## config.mk

```make
export PLATFORM = sky130hd
export DESIGN_NAME = npc_ctrl_regs
export DESIGN_NICKNAME = d
export VERILOG_FILES = /design/src/hw/npc_pkg.sv /design/src/hw/npc_ctrl_regs.sv
export VERILOG_INCLUDE_DIRS = /design/src /design/src/hw
export SDC_FILE = /design/constraint.sdc
export NUM_CORES = 1
export LEC_CHECK = 0
export BUFFER_PORTS_ARGS = -buffer_cell sky130_fd_sc_hd__buf_2
export CORE_MARGIN = 4
export CORE_UTILIZATION = 44
export CTS_CLUSTER_DIAMETER = 100
export DETAILED_ROUTE_END_ITERATION = 16
export PLACE_DENSITY = 0.82
export REMOVE_ABC_BUFFERS = 1
export SYNTH_ARGS = -nofsm -noshare
export SYNTH_HDL_FRONTEND = slang
export SYNTH_SLANG_ARGS = --single-unit
```

## constraint.sdc

```tcl
create_clock -name MCLK -period 1.7 [get_ports MCLK]
set_input_delay 0.34 -clock MCLK [delete_from_list [all_inputs] [get_ports MCLK]]
set_output_delay 0.34 -clock MCLK [all_outputs]
set_load 0.05 [all_outputs]
```

## src/hw/npc_regs.svh

```systemverilog
// Register offsets, field positions and reset values of the control slice
`ifndef NPC_REGS_SVH
`define NPC_REGS_SVH
`define NPC_OFF_CMD 8'h88
`define NPC_OFF_PERF 8'h8C
`define NPC_OFF_PM 8'h90
`define NPC_CMD_PAUSE 5
`define NPC_CMD_RTE 4
`define NPC_CMD_DRT_HI 3
`define NPC_CMD_DRT_LO 2
`define NPC_CMD_SOFTWARE_INTERRUPT_BIT 1
`define NPC_CMD_AUTO_UNDERRUN_RECOVERY 0
`define NPC_DRT_RESET 2'h1
`define NPC_DRT_32 2'h0
`define NPC_DRT_64 2'h1
`define NPC_DRT_SF 2'h2
`define NPC_PERF_CLK_HI 31
`define NPC_PERF_CLK_LO 16
`define NPC_PERF_DW_HI 7
`define NPC_PERF_DW_LO 0
`define NPC_PM_STATUS 15
`define NPC_PM_SCALE_HI 14
`define NPC_PM_SCALE_LO 13
`define NPC_PM_SEL_HI 12
`define NPC_PM_SEL_LO 9
`define NPC_PM_ENABLE 8
`endif

```

## src/hw/npc_pkg.sv

```systemverilog
// Types shared by the control slice
package npc_pkg;
   typedef enum logic [1:0] {
      NPC_THR_32,
      NPC_THR_64,
      NPC_THR_SF
   } npc_thr_t;
   typedef struct packed {
      logic pause_enable;
      logic auto_underrun_recovery;
      logic software_interrupt_bit;
      npc_thr_t rx_threshold;
   } npc_ctrl_t;
endpackage

```

## src/hw/npc_ctrl_regs.sv

```systemverilog
// Command low bits, bus performance counter and power-management status
`timescale 1ns/10ps
`include "npc_regs.svh"
module npc_ctrl_regs #(
   parameter int CLK_W = 16,
   parameter int DW_W = 8
) (
   // Clock and reset
   input wire logic MCLK,
   input wire logic RESET,
   // Register port
   input wire logic REG_RD,
   input wire logic REG_WR,
   input wire logic [7:0] REG_ADDR,
   input wire logic [31:0] REG_WDATA,
   output logic [31:0] REG_RDATA,
   // Negotiation result
   input wire logic ANEG_DONE,
   input wire logic ANEG_PAUSE,
   // Bus master activity
   input wire logic READ_PENDING,
   input wire logic DWORD_MOVED,
   // Wake
   input wire logic WAKE_EVENT,
   input wire logic WAKE_SIGNAL_ENABLE,
   output logic PME_N,
   // Controls to the datapath
   output npc_pkg::npc_ctrl_t CTRL
);
   logic pause_q;
   logic rte_q;
   logic [1:0] drt_q;
   logic software_interrupt_bit_q;
   logic auto_underrun_recovery_q;
   logic [CLK_W-1:0] clk_cnt_q;
   logic [DW_W-1:0] dw_cnt_q;
   logic wake_status_q;
   logic aneg_done_q;
   logic wr_cmd;
   logic rd_perf;
   logic wr_pm;
   npc_pkg::npc_thr_t thr_d;
   logic wake_clear;
   logic pme_active_d;

   assign wr_cmd = REG_WR && REG_ADDR == `NPC_OFF_CMD;
   assign wr_pm = REG_WR && REG_ADDR == `NPC_OFF_PM;
   assign rd_perf = REG_RD && REG_ADDR == `NPC_OFF_PERF;
   // Only a one written to the status bit clears it; a zero leaves it alone
   assign wake_clear = wr_pm && REG_WDATA[`NPC_PM_STATUS];

   // Pause loads the negotiated result at each completion; a software write overrides it and wins in the same cycle
   always_ff @(posedge MCLK) begin
      if (RESET) begin
         pause_q <= 1'b0;
         aneg_done_q <= 1'b0;
      end else begin
         aneg_done_q <= ANEG_DONE;
         if (wr_cmd) begin
            pause_q <= REG_WDATA[`NPC_CMD_PAUSE];
         end else if (ANEG_DONE && !aneg_done_q) begin
            pause_q <= ANEG_PAUSE;
         end
      end
   end

   // Threshold enable; while off the datapath keeps the fixed 64-byte level
   always_ff @(posedge MCLK) begin
      if (RESET) begin
         rte_q <= 1'b0;
      end else if (wr_cmd) begin
         rte_q <= REG_WDATA[`NPC_CMD_RTE];
      end
   end

   // Drain selection is kept even while the enable is off
   always_ff @(posedge MCLK) begin
      if (RESET) begin
         drt_q <= `NPC_DRT_RESET;
      end else if (wr_cmd) begin
         drt_q <= REG_WDATA[`NPC_CMD_DRT_HI:`NPC_CMD_DRT_LO];
      end
   end

   // Only stored here; whatever acts on it sits outside this slice
   always_ff @(posedge MCLK) begin
      if (RESET) begin
         software_interrupt_bit_q <= 1'b0;
      end else if (wr_cmd) begin
         software_interrupt_bit_q <= REG_WDATA[`NPC_CMD_SOFTWARE_INTERRUPT_BIT];
      end
   end

   // Underrun recovery stays off until software asks for it
   always_ff @(posedge MCLK) begin
      if (RESET) begin
         auto_underrun_recovery_q <= 1'b0;
      end else if (wr_cmd) begin
         auto_underrun_recovery_q <= REG_WDATA[`NPC_CMD_AUTO_UNDERRUN_RECOVERY];
      end
   end

   // Reserved code 11 falls back to 64 bytes rather than an undefined mode
   always_comb begin
      thr_d = npc_pkg::NPC_THR_64;
      if (rte_q) begin
         unique case (drt_q)
            `NPC_DRT_32: thr_d = npc_pkg::NPC_THR_32;
            `NPC_DRT_SF: thr_d = npc_pkg::NPC_THR_SF;
            default: thr_d = npc_pkg::NPC_THR_64;
         endcase
      end
   end

   always_ff @(posedge MCLK) begin
      if (RESET) begin
         // Enable resets off, so the datapath starts on the 64-byte level
         CTRL.pause_enable <= 1'b0;
         CTRL.auto_underrun_recovery <= 1'b0;
         CTRL.software_interrupt_bit <= 1'b0;
         CTRL.rx_threshold <= npc_pkg::NPC_THR_64;
      end else begin
         CTRL.pause_enable <= pause_q;
         CTRL.auto_underrun_recovery <= auto_underrun_recovery_q;
         CTRL.software_interrupt_bit <= software_interrupt_bit_q;
         CTRL.rx_threshold <= thr_d;
      end
   end

   // A read clears; activity in the read cycle starts the new total
   always_ff @(posedge MCLK) begin
      if (RESET) begin
         clk_cnt_q <= '0;
      end else if (rd_perf) begin
         clk_cnt_q <= CLK_W'(READ_PENDING);
      end else if (READ_PENDING && !(&clk_cnt_q)) begin
         clk_cnt_q <= clk_cnt_q + 1'b1;
      end
   end

   // Saturation keeps a late reader from seeing a small wrapped total
   always_ff @(posedge MCLK) begin
      if (RESET) begin
         dw_cnt_q <= '0;
      end else if (rd_perf) begin
         dw_cnt_q <= DW_W'(DWORD_MOVED);
      end else if (DWORD_MOVED && !(&dw_cnt_q)) begin
         dw_cnt_q <= dw_cnt_q + 1'b1;
      end
   end

   // Set wins over a same-cycle clear so no wake event is lost
   always_ff @(posedge MCLK) begin
      if (RESET) begin
         wake_status_q <= 1'b0;
      end else if (WAKE_EVENT) begin
         wake_status_q <= 1'b1;
      end else if (wake_clear) begin
         wake_status_q <= 1'b0;
      end
   end

   // Pin follows the status while the signal enable is set, but drops in the very cycle of a clearing write
   always_comb begin
      pme_active_d = 1'b0;
      if (WAKE_SIGNAL_ENABLE) begin
         pme_active_d = wake_status_q || WAKE_EVENT;
         if (wake_clear && !WAKE_EVENT) begin
            pme_active_d = 1'b0;
         end
      end
   end

   always_ff @(posedge MCLK) begin
      if (RESET) begin
         PME_N <= 1'b1;
      end else begin
         PME_N <= !pme_active_d;
      end
   end

   always_ff @(posedge MCLK) begin
      if (RESET) begin
         REG_RDATA <= '0;
      end else begin
         REG_RDATA <= '0;
         if (REG_RD) begin
            unique case (REG_ADDR)
               `NPC_OFF_CMD: begin
                  REG_RDATA[`NPC_CMD_PAUSE] <= pause_q;
                  REG_RDATA[`NPC_CMD_RTE] <= rte_q;
                  REG_RDATA[`NPC_CMD_DRT_HI:`NPC_CMD_DRT_LO] <= drt_q;
                  REG_RDATA[`NPC_CMD_SOFTWARE_INTERRUPT_BIT] <= software_interrupt_bit_q;
                  REG_RDATA[`NPC_CMD_AUTO_UNDERRUN_RECOVERY] <= auto_underrun_recovery_q;
               end
               `NPC_OFF_PERF: begin
                  REG_RDATA[`NPC_PERF_CLK_HI:`NPC_PERF_CLK_LO] <= 16'(clk_cnt_q);
                  REG_RDATA[`NPC_PERF_DW_HI:`NPC_PERF_DW_LO] <= 8'(dw_cnt_q);
               end
               `NPC_OFF_PM: begin
                  REG_RDATA[`NPC_PM_STATUS] <= wake_status_q;
                  REG_RDATA[`NPC_PM_SCALE_HI:`NPC_PM_SCALE_LO] <= 2'h0;
                  REG_RDATA[`NPC_PM_SEL_HI:`NPC_PM_SEL_LO] <= 4'h0;
                  REG_RDATA[`NPC_PM_ENABLE] <= WAKE_SIGNAL_ENABLE;
               end
               default: REG_RDATA <= '0;
            endcase
         end
      end
   end
endmodule

```

* Word level (Yosys, flattened, before mapping) *
Cells that the tools add are included.

operators by class
  $add $sub $neg = 2
  equal/unequal tests = 4
  muxes and demuxes = 12
  bitwise operators = 4
  reductions and logical operators = 26

operators with widths
  cell                   number
  $eq 8x8->1 const B     3
  $add 16x1->16 const B  1
  $reduce_and 16->1      1
  $pmux 6 s2             1
  $mux 1                 10
  $add 8x1->8 const B    1
  $logic_and 1x1->1      8
  $reduce_and 8->1       1
  $reduce_bool 2->1      4
  $reduce_or 2->1        3
  $reduce_or 3->1        2
  $logic_not 1->1        5
  $not 1->1              4
  $pmux 2 s2             1
  $eq 2x2->1 const B     1
  $logic_not 2->1        1
  $logic_or 1x1->1       1

storage, ports and cells
  register bits = 70
  output and inout bits = 38
  logic and storage cells = 67

* Depth between registers and ports, before layout *
  depth after elaboration = 7
  depth in mapped cells = 6

* Worst setup path before layout *
Ideal clock, no wire load.

  path kind = register -> register
  from = register clk_cnt_q[0]
  to = register clk_cnt_q[10]
  arrival = 1651 ps
  slack = -21 ps
  stages on the path, launching flop included = 6
  period minus slack after synthesis = 1721 ps
  path through = dfxtp_1 > ha_1 > nand2_1 > or3_2 > or3_1 > a21oi_1

on the way
  longest elaborated chain between the ends = 3

ends and longest elaborated chain
  item                                                                   line                  RTL
  start, declared                                                        npc_ctrl_regs.sv:35   logic [CLK_W-1:0] clk_cnt_q;
  start signal, assigned                                                 npc_ctrl_regs.sv:135  clk_cnt_q <= CLK_W'(READ_PENDING);
  start signal, assigned                                                 npc_ctrl_regs.sv:137  clk_cnt_q <= clk_cnt_q + 1'b1;
  parallel branches: the longest is 3 deep, another holds $add 16x1->16  n/a

Several ways; the timed one is not identified.
A chain may end at the register's enable or synchronous reset.

* Worst setup path after layout *
  from = register clk_cnt_q[11]
  to = register clk_cnt_q[13]

Same word-level chain as after synthesis.

==> results.json <==
{
  "status": "finished clean",
  "rows": 27,
  "path_class": "reg2reg",
  "cts_tree": "yes",
  "crit_family": "simple AND/OR/NAND/NOR gates",
  "diodes": 0,
  "worstPathArrival_ns": 1.98,
  "worstHoldPathType": "in2reg",
  "drc_errors": 0,
  "detail-route-antenna-nets": 0,
  "grt-ovfl-total": 0,
  "area_growth_pct": 36.63,
  "h-tree-depth": 3,
  "max_cap_viol_count": 0,
  "root_buffer": "clkbuf_8",
  "core_area_um2": 5574,
  "routed_wl_mm": 6.160,
  "grt_pass1_vias": 2197,
  "clockBufferDepth": 2,
  "grt_usage": 0.1711,
  "cp_max_fo": 4,
  "start_util": 0.4566,
  "antenna_found_initial": 0,
  "seq_area_frac_synth": 0.5034,
  "synth.area.top_cells": "dfxtp_1 (50%), and2_1 (3.7%), a21oi_1 (3.5%)",
  "die_w_um": 84.05,
  "hold_violations": 0,
  "max_stage_delay_ns": 0.53,
  "drt_first_iter_violations": 130,
  "design.die.area_um2": 7064,
  "crit_chain": "nand4_1 -> or3_4 -> or4_4 -> a21oi_2",
  "final_area_um2": 3477,
  "p_leak_nw": 1.528,
  "io_pins": 88,
  "routed_via_density": 5.387,
  "synth_top_area_cell": "dfxtp_1",
  "synth_warnings": 0,
  "synth_top_area_frac": 0.5034,
  "firstDrtPassIters": 4,
  "io_buffers": 56,
  "required_ns": 1.98,
  "synth-seq-cells": 64,
  "min_period_ns": 1.700,
  "async_reset_ff_frac": 0,
  "endpoint_kind": "register",
  "globalplace.congestion": 0.8504,
  "ir_drop_uv": 622.1,
  "syn_area_um2": 2545,
  "p_total_w": 0.003441,
  "placed_area_um2": 3085,
  "pwr_density_cell_nw_per_um2": 989.7,
  "synth.distinct_cells": 47,
  "finalSetupViolCount": 0,
  "cts_sinks": 64,
  "grt_pass1_wl_mm": 9.653,
  "skew_ns": 0.006219,
  "cts_buffers": 9,
  "critical-path-slowest-cell": "or4_4",
  "fmax_mhz": 588.4,
  "drv_slew": 0,
  "critPathLaunchType": "register",
  "fin_crit_sh": 0.9997,
  "routed-via-count": 2365,
  "hold_buffers": 0,
  "cts.clk_slew.worst_paths_ns": 0.07,
  "grt_max_degree": 23,
  "syn_area_per_cell_um2": 9.567,
  "dp_hpwl_mm": 4.287,
  "wire_per_inst_um": 14.03,
  "synthCells": 266,
  "worst_hold_slack_ns": 0.1625,
  "critical_path_buf_inv_count": 0,
  "synth_edf_count": 0,
  "die_h_um": 84.05,
  "drive_above_1_share": 0.3787,
  "nets": 414,
  "dominantRegCellSynth": "dfxtp_1",
  "clk_latency_ns": 0.35
}
worst paths after layout:
kind | startpoint | to | slack [ns] | cells past startpoint
setup reg to reg | clk_cnt_q[11] | clk_cnt_q[13] | 0.0005 | 4
setup / recovery | clk_cnt_q[11] | clk_cnt_q[13] | 0.0005 | 4
hold reg to reg | rte_q | CTRL[0] | 0.43 | 1
hold / removal | WAKE_SIGNAL_ENABLE | PME_N | 0.16 | 2
registers in the layout (all words and copies together), names as in the netlist:
name	count
REG_RDATA	26
clk_cnt_q	16
dw_cnt_q	8
CTRL	5
drt_q	2
PME_N	1
aneg_done_q	1
auto_underrun_recovery_q	1
pause_q	1
rte_q	1
software_interrupt_bit_q	1
wake_status_q	1
Yosys cell counts, types with 7 or more instances:
master    n
dfxtp_1  64
a21oi_1  18
nor2_1   16
and2_1   15
nand2_1  13
nor3_1   12
nand3_1   8
nor2b_1   8
and3_1    7
mux2i_1   7
cells by family after synthesis:
kind of cell | count (synthesis) | synth area share
simple gates | 119 | 0.2807
flops | 64 | 0.5034
compound gates | 52 | 0.1357
buf+inv | 21 | 0.04129
mux | 7 | 0.02753
fa+ha+maj | 2 | 0.009831
other cells | 1 | 0.001474
cells in the final DEF (no fill, tap or decap), drive strengths merged, types with 2 or more instances in the layout:
cell type  count
buf           96
dfxtp         64
a21oi         18
nor2          16
and2          16
nand2         13
nor3          12
clkbuf        10
nand3          8
nor2b          8
and3           7
mux2i          7
nand4          7
a22o           6
a211oi         6
o31ai          6
conb           6
nor4           6
or4            6
inv            5
o21ai          5
and4           5
or3            5
bufinv         4
a31oi          3
nand2b         2
and4b          2
a41oi          2
clkinv         2
ha             2
metal layers:
metal,up-vias,global-route usage,routed length [um]
li1,1161,-,-
met1,1103,0.1952,2601
met2,88,0.2819,2976
met3,13,0.06910,439
met4,0,0.07164,143
met5,-,0,0
repair_timing:
action | CTS | global route
pin swaps | 1 | 6
buffers inserted | 0 | 9
endpoints found under the setup margin | 4 | 7
resized for setup | 8 | 11
power breakdown:
| group | leakage [nW] | switching (W) | internal [W] | total, W |
|---|---|---|---|---|
| sequential | 0.522 | 0.0000121 | 0.00151 | 0.00153 |
| combinational | 0.870 | 0.000104 | 0.0000602 | 0.000164 |
| clock | 0.136 | 0.000594 | 0.00116 | 0.00175 |
metrics by stage:
| step | setup slack, ns | TNS, ns | std cells | utilization |
|---|---|---|---|---|
| finish | 0.0004661 | 0 | 439 | 0.6238 |
| global route | -0.07145 | -0.1553 | 439 | 0.6238 |
| CTS | -0.02946 | -0.02946 | 430 | 0.6043 |
| detailed placement | -0.05337 | -0.07330 | 414 | 0.5535 |
| global placement | 0.04586 | 0 | 414 | 0.5535 |
| floorplan | -0.3218 | -5.901 | 255 | - |
layout make-up:
class	instances	area, um2
multi-input combinational	186	1226
fill	441	2097
sequential	64	1294
clock buffer	10	137.6
inverter	5	18.77
timing repair buffer	96	580.6
clock inverter	6	130.1
tap	72	90.09
No activity file was read; power rests on OpenSTA's default activity.
